==> src/include/psd_defines.svh <==
/*
 Timing and field constants for the synthesizer divider block.
 Assumes inclusion by its bare name from rtl and include paths.
*/
`ifndef PSD_DEFINES_SVH
`define PSD_DEFINES_SVH
`define PSD_SWALLOW_W 5
`define PSD_PROGRAM_W 9
`define PSD_REF_W 8
`define PSD_PRESC_HI 6'h21
`define PSD_PRESC_LO 6'h20
`define PSD_PROGRAM_MIN 9'h01F
`endif

==> src/include/psd_pkg.sv <==
/*
 Types for the synthesizer divider block.
 Assumes nothing of its surroundings.
*/
`default_nettype none
package psd_pkg;
   typedef enum logic [0:0] {PSD_DIV33, PSD_DIV32} psd_mod_e;
endpackage
`default_nettype wire

==> src/rtl/psd_dividers.sv <==
/*
 Feedback divider (32/33 prescaler with swallow and program counters),
 reference divider and phase-frequency detector of an integer-N synthesizer.
 Assumes osc_en and xtal_en are one-cycle enables marking oscillator and
 crystal edges, already synchronous to clk; divisors come from configuration.
*/
`timescale 1ns/1ns
`default_nettype none
`include "psd_defines.svh"
// Behaviour
// Prescaler plus 5-bit swallow, 9-bit program counters
// Divide 33 until swallow done, then 32
// Ratio is swallow plus 32 times program
// Reference divides crystal by 1 to 256
// Detector compares divided signals, outputs error
// Locked output equals ratio times reference
// Detector is phase-frequency type
// Divisors reload only at cycle start
module psd_dividers
   import psd_pkg::*;
#(
   parameter int SW_W = `PSD_SWALLOW_W,
   parameter int PG_W = `PSD_PROGRAM_W,
   parameter int RF_W = `PSD_REF_W
) (
   input wire logic clk, // System clock, 125 MHz
   input wire logic reset, // Asynchronous reset, active high
   input wire logic osc_en, // One pulse per oscillator cycle
   input wire logic xtal_en, // One pulse per crystal cycle
   input wire logic [SW_W-1:0] cfg_swallow, // Swallow value 0..31
   input wire logic [PG_W-1:0] cfg_program, // Program value 31..511
   input wire logic [RF_W-1:0] cfg_ref, // Reference divisor, 0 means 256
   output logic fb_pulse, // Divided oscillator, one pulse per N
   output logic ref_pulse, // Divided crystal, one pulse per R
   output logic pump_up, // Raise oscillator frequency
   output logic pump_down // Lower oscillator frequency
);
   logic [5:0] pre_cnt, next_pre_cnt;
   logic [SW_W-1:0] sw_cnt, next_sw_cnt, sw_val, next_sw_val;
   logic [PG_W-1:0] pg_cnt, next_pg_cnt, pg_val, next_pg_val;
   psd_mod_e modsel, next_modsel;
   logic [RF_W-1:0] rf_cnt, next_rf_cnt, rf_val, next_rf_val;
   logic next_fb, next_ref, next_up, next_dn;
   logic pre_done, cycle_end;

   // Prescaler output edge ends each 33 or 32 oscillator cycles
   always_comb begin
      pre_done = osc_en && (pre_cnt == ((modsel == PSD_DIV33) ?
                 `PSD_PRESC_HI - 6'h01 : `PSD_PRESC_LO - 6'h01));
      cycle_end = pre_done && (pg_cnt == pg_val - {{(PG_W-1){1'b0}}, 1'b1});
      next_pre_cnt = pre_cnt;
      next_sw_cnt = sw_cnt;
      next_pg_cnt = pg_cnt;
      next_modsel = modsel;
      next_sw_val = sw_val;
      next_pg_val = pg_val;
      next_fb = 1'b0;
      if (osc_en) begin
         next_pre_cnt = pre_done ? 6'h00 : pre_cnt + 6'h01;
      end
      if (cycle_end) begin
         // New divisors take effect only here, never mid-cycle
         next_sw_val = cfg_swallow;
         next_pg_val = (cfg_program < `PSD_PROGRAM_MIN) ? `PSD_PROGRAM_MIN : cfg_program;
         next_sw_cnt = '0;
         next_pg_cnt = '0;
         next_modsel = (cfg_swallow == '0) ? PSD_DIV32 : PSD_DIV33;
         next_fb = 1'b1;
      end else if (pre_done) begin
         next_pg_cnt = pg_cnt + {{(PG_W-1){1'b0}}, 1'b1};
         if (modsel == PSD_DIV33) begin
            next_sw_cnt = sw_cnt + {{(SW_W-1){1'b0}}, 1'b1};
            if (sw_cnt + {{(SW_W-1){1'b0}}, 1'b1} == sw_val) begin
               next_modsel = PSD_DIV32;
            end
         end
      end
   end

   always_ff @(posedge clk or posedge reset) begin
      if (reset) begin
         pre_cnt <= 6'h00;
         sw_cnt <= '0;
         pg_cnt <= '0;
         sw_val <= '0;
         pg_val <= `PSD_PROGRAM_MIN;
         modsel <= PSD_DIV32;
         fb_pulse <= 1'b0;
      end else begin
         pre_cnt <= next_pre_cnt;
         sw_cnt <= next_sw_cnt;
         pg_cnt <= next_pg_cnt;
         sw_val <= next_sw_val;
         pg_val <= next_pg_val;
         modsel <= next_modsel;
         fb_pulse <= next_fb;
      end
   end

   // Reference divider; zero encodes 256 so all eight bits are usable
   always_comb begin
      next_rf_cnt = rf_cnt;
      next_rf_val = rf_val;
      next_ref = 1'b0;
      if (xtal_en) begin
         if (rf_cnt == rf_val - {{(RF_W-1){1'b0}}, 1'b1}) begin
            next_rf_cnt = '0;
            next_rf_val = cfg_ref;
            next_ref = 1'b1;
         end else begin
            next_rf_cnt = rf_cnt + {{(RF_W-1){1'b0}}, 1'b1};
         end
      end
   end

   always_ff @(posedge clk or posedge reset) begin
      if (reset) begin
         rf_cnt <= '0;
         rf_val <= {{(RF_W-1){1'b0}}, 1'b1};
         ref_pulse <= 1'b0;
      end else begin
         rf_cnt <= next_rf_cnt;
         rf_val <= next_rf_val;
         ref_pulse <= next_ref;
      end
   end

   // Classic two-flop detector: both high clears both, giving frequency sense
   always_comb begin
      next_up = pump_up | ref_pulse;
      next_dn = pump_down | fb_pulse;
      if (next_up && next_dn) begin
         next_up = 1'b0;
         next_dn = 1'b0;
      end
   end

   always_ff @(posedge clk or posedge reset) begin
      if (reset) begin
         pump_up <= 1'b0;
         pump_down <= 1'b0;
      end else begin
         pump_up <= next_up;
         pump_down <= next_dn;
      end
   end

   // Independent edge counts per divided cycle, read only by the checks below
   localparam int NT_W = SW_W + PG_W;
   logic [NT_W-1:0] osc_seen, next_osc_seen, n_total;
   logic [RF_W:0] xtal_seen, next_xtal_seen, r_total;

   always_comb begin
      // Factor 32 is the low modulus, a shift by the swallow width
      n_total = {{PG_W{1'b0}}, sw_val} + {pg_val, {SW_W{1'b0}}};
      r_total = (rf_val == '0) ? {1'b1, {RF_W{1'b0}}} : {1'b0, rf_val};
      next_osc_seen = osc_seen;
      next_xtal_seen = xtal_seen;
      if (cycle_end) begin
         next_osc_seen = '0;
      end else if (osc_en) begin
         next_osc_seen = osc_seen + {{(NT_W-1){1'b0}}, 1'b1};
      end
      if (next_ref) begin
         next_xtal_seen = '0;
      end else if (xtal_en) begin
         next_xtal_seen = xtal_seen + {{RF_W{1'b0}}, 1'b1};
      end
   end

   always_ff @(posedge clk or posedge reset) begin
      if (reset) begin
         osc_seen <= '0;
         xtal_seen <= '0;
      end else begin
         osc_seen <= next_osc_seen;
         xtal_seen <= next_xtal_seen;
      end
   end
endmodule
`default_nettype wire

==> config.mk <==
export PLATFORM = sky130hd
export DESIGN_NAME = psd_dividers
export DESIGN_NICKNAME = d
export VERILOG_FILES = /design/src/include/psd_pkg.sv /design/src/rtl/psd_dividers.sv
export VERILOG_INCLUDE_DIRS = /design/src /design/src/include
export SDC_FILE = /design/constraint.sdc
export NUM_CORES = 1
export LEC_CHECK = 0
export ABC_CLOCK_PERIOD_IN_PS = 5400
export BUFFER_PORTS_ARGS = -buffer_cell sky130_fd_sc_hd__buf_2
export CORE_ASPECT_RATIO = 0.7
export CORE_MARGIN = 5
export CORE_UTILIZATION = 30
export CTS_CLUSTER_SIZE = 14
export DETAILED_ROUTE_END_ITERATION = 16
export PLACE_DENSITY = 0.51
export SLEW_MARGIN = 20
export SYNTH_ARGS = -nofsm -noshare
export SYNTH_HDL_FRONTEND = slang
export SYNTH_SLANG_ARGS = --single-unit
==> constraint.sdc <==
create_clock -name clk -period 5.4 [get_ports clk]
set_input_delay 0.27 -clock clk [delete_from_list [all_inputs] [get_ports clk]]
set_output_delay 0.27 -clock clk [all_outputs]
set_load 0.005 [all_outputs]
# Word level (Yosys, flattened, before mapping)
# Index checks and enable logic that the tools add are counted.
# totals
out_inout_bits	4
n_memories	0
regBits	55
romBits	0
mem_bits_rw	0
latch_bits	0
# op_classes
div	0
addsub	6
muxes	19
n_bitwise	2
order_cmp	1
n_mul	0
reduce_logical	7
shift	0
n_eq_ne	5
# ops
cell	n
$mux W9	3
$mux W5	3
$mux W6	2
$mux W1	10
$add A9 B1 Y9 const B	1
$eq A9 B9 Y1	1
$lt A9 B5 Y1 const B	1
$sub A9 B1 Y9 const B	1
$add A8 B1 Y8 const B	1
$eq A8 B8 Y1	1
$mux W8	1
$sub A8 B1 Y8 const B	1
$add A6 B1 Y6 const B	1
$eq A6 B6 Y1	1
$add A5 B1 Y5 const B	1
$eq A5 B5 Y1	1
$logic_not A5 Y1	1
$reduce_and A2 Y1	2
$logic_and A1 B1 Y1	3
$ne A2 B1 Y1 const B	1
$or A1 B1 Y1	2
$reduce_bool A2 Y1	1

# Longest topological paths before layout
# Gate-level depths: netlist of the first run.
# depth
ltp_word	6
ltp_mapped	10
ltp_nobuf	8

# Worst setup path before layout of the first run
# OpenSTA, ideal clock, no wires.
# synth_path
kind	reg-to-reg
from	register pg_val[2]
to	register pg_val[5]
setup_time_ns	0.128
slack_ns	3.083
n_path_buf	1
synth_period_minus_slack_ns	2.317
path_stages_with_launch	8
arrival_ns	2.190
cell_sequence	dfstp_2 or3_4 or4_1 a21oi_1 a211oi_1 nor3_2 buf_4 mux2_1
# synth_between
elab_chain_cells	3
# synth_rtl
item	line	rtl
from (decl)	psd_dividers.sv:40	logic [PG_W-1:0] pg_cnt, next_pg_cnt, pg_val, next_pg_val;
from (signal assigned)	psd_dividers.sv:86	pg_val <= `PSD_PROGRAM_MIN;
from (signal assigned)	psd_dividers.sv:94	pg_val <= next_pg_val;
$sub A9 B1 Y9	psd_dividers.sv:50	cycle_end = pre_done && (pg_cnt == pg_val - {{(PG_W-1){1'b0}}, 1'b1});
$eq A9 B9 Y1	psd_dividers.sv:50	
$logic_and A1 B1 Y1	psd_dividers.sv:50	
# No other way between the ends.
# A chain may end at the register's enable or synchronous reset.

# Worst setup path in the final report of the first run
# layout_path
from	register modsel
to	register sw_val[3]
# layout_between
elab_chain_cells	4
# layout_rtl
item	line	rtl
from (decl)	psd_dividers.sv:41	psd_mod_e modsel, next_modsel;
from (signal assigned)	psd_dividers.sv:95	modsel <= next_modsel;
$mux W6	psd_dividers.sv:48	pre_done = osc_en && (pre_cnt == ((modsel == PSD_DIV33) ?
$eq A6 B6 Y1	psd_dividers.sv:48	
$logic_and A1 B1 Y1	psd_dividers.sv:48	
$logic_and A1 B1 Y1	psd_dividers.sv:50	
to (signal assigned)	psd_dividers.sv:93	sw_val <= next_sw_val;
to (decl)	psd_dividers.sv:39	logic [SW_W-1:0] sw_cnt, next_sw_cnt, sw_val, next_sw_val;
# No other way between the ends.

==> results.txt, run 1 <==
outcome: completed
most numerous cell in the Yosys netlist: dfrtp_1
Synth area leaders: dfrtp_1 38%, dfstp_2 5.9%, mux2_1 5.7%
clock sink count: 55
dpl cells: 476
Mapped Avg Cell Area: 9.822 um2
WL/cell: 13.68 um
DR pass1 iterations: 4
final core occ: 34.91%
Die ar.: 12660 um2
initial antenna violation count: 0
Max Fclk: 331.2 MHz
Synth async-reset ratio: 100.0%
Setup Fix Bufs, Post-CTS: 0
Syn Nets: 352
largest net degree at the start of global routing: 56
CTS resizes: 0
clock root cell: clkbuf_16
cell count after synthesis: 320
worst-case headroom to the max-slew limit: 28.48%
Power Internal: 917.7 uW
layout cells sized above 1: 16.19%
total CTS buffers: 5
CTS tree: built
std cell rows: 31
Placer Congestion: 0.7832
Post-synth top cells: 48 x dfrtp_1, 33 x nor2_1, 22 x nand2_1
Clock Tree Buf Depth: 2
Pwr Total: 1453 uW
critical path arrival: 3.19 ns
Final period util: 55.91%
Routed Wire Length: 6620 um
r2r worst-path depth: 7
Crit. End Element: register
Setup violations, final: 0
sequential share of power: 43.1%
fillers: 1003
antenna diode count: 0
worst skew pair latency: 0.30 ns
Worst Setup Path Type: register to register
CTS H-tree depth: 2
grt ovf: 0
kind of start point of the critical path: register
initial DRC count: 135
hold crit path type: input pin to asynchronous set/reset pin
Logic pwr share: 33.5%
required time worst endpoint: 5.57 ns
Min Hold Slack: 0.1638 ns
Max Cap Viol: 0
Hold Buf Count CTS: 0
leading area contributor after synthesis: dfrtp_1
gr usage total: 10.98%
synth unique cells: 52
die width: 132.3 um
leakage power total: 0.001657 uW
num ports: 30
IO buf count: 29
first-pass GRT wire length: 11180 um
die height: 95.64 um
layout overhead on the synthesized area: 14.17%
Main synth FF type: dfrtp_1
RSZ-0062 raised after global routing: no
core area: 10280 um2
Clock Skews: 0.01267 ns
Finished Layout Cells: 484
Final ANT Viol Nets: 0
worst-path maximum fanout: 19
switching power total: 535.3 uW
minimum clock period: 3.019 ns
Via Count: 2365
clock network power share: 23.3%
number of synthesized flops with an enable pin: 0
Switching Share: 36.84%
Detail Placement HPWL: 4876 um
Worst Tran Pin Value: 1.063 ns
Pwr Density: 404.9 nW/um2
Starting Density: 30.58%
DR DRC count: 0
top-area cell type share of the netlist area: 38.22%
TNS Setup: 0 ns
clock transition at the registers of the reported paths: 0.08 ns
Mapped Area: 3143 um2
final-report max-slew violation count: 0
Synth Register Bits: 55
Via density: 4.886
yosys warns: 0
vias in the first global route: 2286
Net count, final: 383
endpoints failing hold: 0
worst vdd ir: 0.1493 mV
Seq/Total Area, Yosys: 44.07%
==> critical path, cell delays in order, from the launching register on <==
cell     delay (ns)
dfstp_2        0.56
inv_1          0.07
nor4b_1        0.49
o21a_1         0.32
nand4_1        0.22
nor3_4         0.52
buf_4          0.36
mux2_1         0.34
==> flip-flops by register name, summed over array words and instances, names as in the netlist <==
name and flops:
rf_val 8, pump_up 1, pre_cnt 6, pg_cnt 9, fb_pulse 1, modsel 1, ref_pulse 1, pg_val 9
pump_down 1, sw_cnt 5, rf_cnt 8, sw_val 5
==> worst paths after layout <==
kind | start | end | slack, ns
min | reset | rf_val[3] | 0.16
max reg2reg | modsel | sw_val[3] | 2.38
min in group clk | cfg_ref[2] | rf_val[2] | 0.17
min reg2reg | pump_up | pump_down | 0.47
max in group asynchronous | reset | sw_val[4] | 4.75
max | modsel | sw_val[3] | 2.38
==> layer usage <==
| layer | global-route usage (%) | up-vias | wire length (um) |
|---|---|---|---|
| met5 | 0 | - | 0 |
| met4 | 4.322 | 0 | 106 |
| met3 | 2.426 | 8 | 199 |
| met2 | 14.55 | 26 | 2530 |
| met1 | 16.91 | 1141 | 3785 |
| li1 | - | 1190 | - |
==> cells by family after synthesis <==
| group | share of synthesized area [%] |
|---|---|
| xor gates and xnor gates | 10.03 |
| AOI/OAI and AO/OA | 10.31 |
| muxes | 8.678 |
| adders and majority gates | 2.388 |
| DFF | 44.07 |
| and+or+nand+nor | 20.82 |
| buffers and inverters | 3.702 |
==> per-stage QoR <==
step	worst slack, ns	area (um2)
3_3_place_gp	2.455	3437
2_1_floorplan	3.083	3143
4_1_cts	2.326	3588
5_1_grt	2.072	3588
3_5_place_dp	2.341	3437
6_report	2.381	3588
==> power groups by stage <==
stage | Sequential, uW | Combinational (uW) | Clock (uW)
2_1_floorplan | 596 | 407 | 0
3_3_place_gp | 629 | 479 | 0
3_5_place_dp | 630 | 488 | 0
4_1_cts | 625 | 492 | 354
5_1_grt | 643 | 558 | 368
6_report | 627 | 487 | 339
==> area by class of cell <==
class	instances	area (um2)	share of cell area, %
Inverter	21	78.83	2.197
Clock buffer	7	142.6	3.975
Timing Repair Buffer	31	160.2	4.463
Clock inverter	1	8.758	0.2441
Multi-Input combinational cell	237	1648	45.92
Sequential cell	55	1385	38.60
Tap cell	132	165.2	4.603
==> placed cells by master (no fill, tap or decap), types with 3 or more instances in the layout <==
cell type / count
mux2_1: 16
a21oi_1: 8
nor3_1: 11
o21ai_0: 8
or4_1: 3
o31ai_1: 5
ha_1: 6
o21ai_1: 5
dfrtp_1: 48
and3_1: 4
nor3b_1: 3
nor2_1: 33
buf_2: 29
xor2_1: 17
nand2_1: 22
nand3_1: 10
nor4_1: 4
mux2i_1: 7
dfstp_2: 7
nand2b_1: 5
nand4_1: 10
inv_1: 18
xnor2_1: 19
clkbuf_16: 5
or3_1: 3
nand3b_1: 3
Note: power is estimated with default switching activity, not from simulation.
==> run 2: changes to the inputs <==
--- a/config.mk
+++ b/config.mk
@@ -6,14 +6,14 @@
 export SDC_FILE = /design/constraint.sdc
 export NUM_CORES = 1
 export LEC_CHECK = 0
-export ABC_CLOCK_PERIOD_IN_PS = 5400
+export ABC_CLOCK_PERIOD_IN_PS = 2700
 export BUFFER_PORTS_ARGS = -buffer_cell sky130_fd_sc_hd__buf_2
 export CORE_ASPECT_RATIO = 0.7
 export CORE_MARGIN = 5
 export CORE_UTILIZATION = 30
 export CTS_CLUSTER_SIZE = 14
 export DETAILED_ROUTE_END_ITERATION = 16
-export PLACE_DENSITY = 0.51
+export PLACE_DENSITY = 0.53
 export SLEW_MARGIN = 20
 export SYNTH_ARGS = -nofsm -noshare
 export SYNTH_HDL_FRONTEND = slang
==> constraint.sdc (replaced) <==
create_clock -name clk -period 2.7 [get_ports clk]
set_input_delay 0.135 -clock clk [delete_from_list [all_inputs] [get_ports clk]]
set_output_delay 0.135 -clock clk [all_outputs]
set_load 0.005 [all_outputs]
==> run 2 against run 1 <==
Against the previous run:
- clock-buffer cell count fell by 2
- sequential share of layout area down 0.78 points
- combinational power increased by 100%
- final cell count is 1.0% higher
- cell area grew 2.1%
- core utilization is 0.72 points higher
- clock power grew 120%
- critical path type unchanged
- critical path depth increased by 2
==> results.txt, run 2 (same netlist as run 1, synthesis figures left out) <==
Worst Tran Pin Value: 0.9780 ns
clock transition at the registers of the reported paths: 0.07 ns
most common cell after layout, fill and taps aside: dfrtp_1
clock root cell: clkbuf_16
worst path cell trace: inv_1 -> ha_1 -> nand2b_1 -> or4_1 -> a21oi_1 -> a211oi_1 -> nor3_4 -> buf_12 -> mux2_1
antenna diode count: 0
TNS Setup: 0 ns
Clock Skews: 0.006029 ns
Switching Share: 35.98%
Worst Setup Path Type: register to register
IO buf count: 29
post-route cell area: 3662 um2
Final period util: 94.62%
endpoints failing hold: 0
Starting Density: 30.58%
worst-path maximum fanout: 24
largest net degree at the start of global routing: 25
WL/cell: 13.41 um
DR DRC count: 0
Post-DP Area: 3472 um2
Pwr Density: 813.3 nW/um2
CP max stage cell: or4_1
Detail Placement HPWL: 4956 um
layout cells sized above 1: 17.37%
RSZ-0062 raised after global routing: no
outcome: completed
Top Registers: pg_cnt x9, pg_val x9
worst vdd ir: 0.2613 mV
hold crit path type: input pin to register
Max Fclk: 391.4 MHz
Power Internal: 1907 uW
CTS resizes: 0
Crit. End Element: register
Via Count: 2367
Logic pwr share: 32.8%
Max Cap Viol: 0
leakage power total: 0.001694 uW
layout overhead on the synthesized area: 16.52%
Min Hold Slack: 0.04911 ns
required time worst endpoint: 2.88 ns
Finished Layout Cells: 489
worst skew pair latency: 0.29 ns
Largest stage delay, worst path: 0.42 ns
die width: 132.3 um
worst-case headroom to the max-slew limit: 34.20%
switching power total: 1072 uW
Placer Congestion: 0.8156
Net count, final: 388
final-report max-slew violation count: 0
initial DRC count: 105
clock sink count: 55
grt ovf: 0
clock network power share: 25.2%
vias in the first global route: 2212
CTS H-tree depth: 2
num ports: 30
first-pass GRT wire length: 11160 um
most frequent cells in the layout: 48 x dfrtp_1, 33 x nor2_1, 29 x buf_2
dpl cells: 479
critical path arrival: 2.73 ns
Final ANT Viol Nets: 0
initial antenna violation count: 0
fillers: 1018
Die ar.: 12660 um2
std cell rows: 31
total CTS buffers: 5
gr usage total: 10.79%
Routed Wire Length: 6558 um
Via density: 4.840
Setup violations, final: 0
die height: 95.64 um
Clock Tree Buf Depth: 2
kind of start point of the critical path: register
sequential share of power: 42.0%
minimum clock period: 2.555 ns
CTS tree: built
core area: 10280 um2
DR pass1 iterations: 4
==> run 2: changes by cell type in the layout (fill, tap and decap cells not counted) <==
cell / delta
dlygate4sd3_1: +1
clkbuf_8: -1
buf_4: +3
inv_6: +1
buf_12: +1
bufinv_16: +1
clkbuf_1: -1
==> run 2: metal layers <==
metal / GRT usage [%] / vias to the layer above / share of wire (%)
met4: 2.797 / 0 / 0.93
met1: 16.97 / 1130 / 56
met5: 0 / - / 0
li1: - / 1199 / -
met3: 1.793 / 4 / 2.8
met2: 15.01 / 34 / 41
==> run 2: cell type report <==
cell class | instances | area, um2 | area share, %
inverters | 21 | 78.83 | 2.152
clock inverters | 3 | 47.55 | 1.298
repair buffers | 36 | 212.7 | 5.808
flip-flops and latches | 55 | 1385 | 37.82
multi-input cells | 237 | 1648 | 44.99
clock buffers | 5 | 125.1 | 3.416
well taps | 132 | 165.2 | 4.510
==> run 2: what timing repair did <==
action,in CTS,in global routing
endpoints found under the setup margin,0,9
buffers inserted,0,1
hold buffers,1,0
hold endpoints to repair,17,0
==> run 2: critical path, delay by kind of cell (launching register included) <==
kind                     cells  cell delay (ns)
AO/OA/AOI/OAI                2             0.28
adder cells (fa/ha/maj)      1             0.28
buffers and inverters        2             0.29
flip-flops                   1             0.40
multiplexers                 1             0.33
AND/OR/NAND/NOR              3             0.85
==> run 2: through the flow <==
stage | power [uW] | util (%) | worst slack [ns]
floorplan | 2006 | - | 0.3827
global placement | 2214 | 33.78 | 0.1341
detailed placement | 2236 | 33.78 | 0.1131
CTS | 3009 | 35.56 | 0.09298
global route | 3206 | 35.63 | 0.004712
finish | 2979 | 35.63 | 0.1454
==> run 2: power by group through the flow <==
stage / combinational, uW / clock [uW] / sequential [uW]
after floorplan: 813 / 0 / 1190
after global placement: 956 / 0 / 1260
after detailed placement: 976 / 0 / 1260
after CTS: 986 / 775 / 1250
after global routing: 1110 / 809 / 1290
final: 977 / 751 / 1250
==> run 2: final timing paths <==
path	slack, ns	startpoint	endpoint	cells after the start
min in group asynchronous	0.38	reset	pump_down	3
max in group asynchronous	1.60	reset	modsel	4
min	0.05	cfg_ref[5]	rf_val[5]	2
min reg2reg	0.46	pump_up	pump_down	1
max	0.15	pg_val[0]	pg_val[8]	9
max reg2reg	0.15	pg_val[0]	pg_val[8]	9
==> run 3: changes to the inputs <==
--- a/config.mk
+++ b/config.mk
@@ -6,6 +6,7 @@
 export SDC_FILE = /design/constraint.sdc
 export NUM_CORES = 1
 export LEC_CHECK = 0
+export ABC_AREA = 1
 export ABC_CLOCK_PERIOD_IN_PS = 2700
 export BUFFER_PORTS_ARGS = -buffer_cell sky130_fd_sc_hd__buf_2
 export CORE_ASPECT_RATIO = 0.7
==> constraint.sdc (replaced) <==
create_clock -name clk -period 2.7 [get_ports clk]
set_input_delay 0.27 -clock clk [delete_from_list [all_inputs] [get_ports clk]]
set_output_delay 0.27 -clock clk [all_outputs]
set_load 0.005 [all_outputs]
==> run 3 against run 2 <==
Against the previous run:
- worst hold slack improved by 0.014 ns
- area after synthesis rose by 6.0%
- worst setup slack better by 0.32 ns
- power shrank 27%
- combinational power shrank 52%
- sequential share of layout area decreased by 1.3 points
- sequential power is 16% lower
- flip-flop and latch count unchanged
- core utilization is 0.97 points lower
- clock-buffer cell count is 1 higher
- wire length increased by 8.7%
- global-route usage increased by 0.54 points
==> results.txt, run 3 <==
DR pass1 iterations: 4
RSZ-0062 raised after global routing: no
Seq/Total Area, Yosys: 41.59%
leading area contributor after synthesis: dfrtp_1
Mapped Area: 3331 um2
antenna diode count: 0
kind of start point of the critical path: register
grt ovf: 0
most numerous cell in the Yosys netlist: nand2_1
layout overhead on the synthesized area: 13.75%
Syn Nets: 477
clock transition at the registers of the reported paths: 0.08 ns
Synth Register Bits: 55
DR DRC count: 0
Synth area leaders: dfrtp_1 36%, nand2_1 16%, inv_1 6.3%
Max Cap Viol: 0
worst skew pair latency: 0.29 ns
Placer Congestion: 0.7993
IO buf count: 29
Post-synth top cells: 141 x nand2_1, 56 x inv_1, 48 x dfrtp_1, 48 x nor2_1, 26 x nand3_1
Setup Fix Bufs, Post-CTS: 0
die width: 135.9 um
CTS resizes: 0
yosys warns: 0
Final ANT Viol Nets: 0
Crit. End Element: register
layout cells sized above 1: 14.58%
Via Count: 2766
die height: 98.16 um
leakage power total: 0.001985 uW
Via density: 4.370
fillers: 1147
Top Registers: pg_cnt x9, pg_val x9
Worst Tran Pin Value: 0.6588 ns
Net count, final: 511
Main synth FF type: dfrtp_1
Hold Buf Count CTS: 0
WL/cell: 11.26 um
Clock Skews: 0.009405 ns
Mapped Avg Cell Area: 7.485 um2
multi-input logic area: 1665 um2
final-report max-slew violation count: 0
required time worst endpoint: 2.86 ns
Setup violations, final: 0
number of synthesized flops with an enable pin: 0
final setup margin: 0.4675 ns
worst-case headroom to the max-slew limit: 56.02%
Pwr Density: 573.0 nW/um2
gr usage total: 11.33%
TNS Setup: 0 ns
CTS tree: built
Starting Density: 30.47%
core area: 10930 um2
CTS H-tree depth: 2
minimum clock period: 2.232 ns
endpoints failing hold: 0
Clock Tree Buf Depth: 2
hold crit path type: input pin to asynchronous set/reset pin
critical path arrival: 2.39 ns
most common cell after layout, fill and taps aside: nand2_1
total CTS buffers: 5
worst vdd ir: 0.4169 mV
cell count after synthesis: 445
Synth async-reset ratio: 100.0%
Worst Setup Path Type: register to register
Max Fclk: 447.9 MHz
most frequent cells in the layout: 141 x nand2_1, 55 x inv_1, 48 x nor2_1, 48 x dfrtp_1, 29 x buf_2
num ports: 30
clock root cell: clkbuf_16
outcome: completed
initial DRC count: 131
initial antenna violation count: 0
clock sink count: 55
pre-CTS setup slack: 0.4741 ns
largest net degree at the start of global routing: 30
Detail Placement HPWL: 5468 um
Register Area: 1385 um2
worst-path maximum fanout: 14
synth unique cells: 35
Die ar.: 13340 um2
vias in the first global route: 2553
std cell rows: 32
Routed Wire Length: 7130 um
Final period util: 82.68%
first-pass GRT wire length: 12340 um
top-area cell type share of the netlist area: 36.06%
[run 3: final cells by class]
| type | count | share of cell area, % |
|---|---|---|
| flip-flops and latches | 55 | 36.56 |
| well taps | 153 | 5.053 |
| clock inverters | 2 | 0.4293 |
| clock buffers | 6 | 3.402 |
| multi-input cells | 325 | 43.96 |
| repair buffers | 34 | 4.822 |
| inverters | 58 | 5.779 |
[run 3: critical path: stages (launching register included)]
cell     delay (ns)
dfstp_2        0.54
inv_1          0.08
ha_1           0.31
inv_1          0.04
nand2_1        0.05
nand2_1        0.04
nor2_1         0.12
nand2_1        0.06
nor2_1         0.08
nand2_1        0.05
nor2_1         0.10
nand3_1        0.11
inv_1          0.38
o21ai_0        0.13
[run 3: per-layer routing]
layer / vias up / wire [um] / global-route usage [%]
met3: 4 / 206 / 2.729
li1: 1461 / - / -
met4: 0 / 44 / 2.091
met1: 1272 / 3872 / 17.23
met5: - / 0 / 0
met2: 29 / 3006 / 16.40
[run 3: path summary, 6_finish.rpt]
check	cells past startpoint	slack [ns]	from	endpoint
max in group asynchronous	3	1.89	reset	pg_val[3]
hold reg to reg	1	0.48	pump_down	pump_up
setup / recovery	13	0.47	pg_val[0]	pg_val[7]
min in group clk	3	0.19	cfg_swallow[0]	sw_val[0]
setup reg to reg	13	0.47	pg_val[0]	pg_val[7]
hold / removal	2	0.06	reset	sw_val[2]
[run 3: report_power, final]
| part | internal [uW] | total, uW | switching, uW |
|---|---|---|---|
| Clock | 349 | 655 | 306 |
| Combinational | 192 | 466 | 273 |
| Sequential | 936 | 1050 | 115 |
[run 3: metrics by stage]
step                      cell area, um2  instances  total power, uW  util [%]  hold WS (ns)
final                               3789        633             2171     34.66       0.06306
after global routing                3789        633             2334     34.66        0.1186
after CTS                           3789        633             2203     34.66       0.08814
after detailed placement            3643        625             1533     33.33        0.4096
after global placement              3643        625             1530     33.33        0.4084
after floorplan                     3331        445             1410         -        0.3773
[run 3: kinds of logic after synthesis]
kind of cell | after synthesis | share of synthesized area, %
fa+ha+maj | 6 | 2.254
xor+xnor | 32 | 8.415
flops | 55 | 41.59
compound gates | 31 | 5.597
simple gates | 256 | 33.73
buf+inv | 65 | 8.414
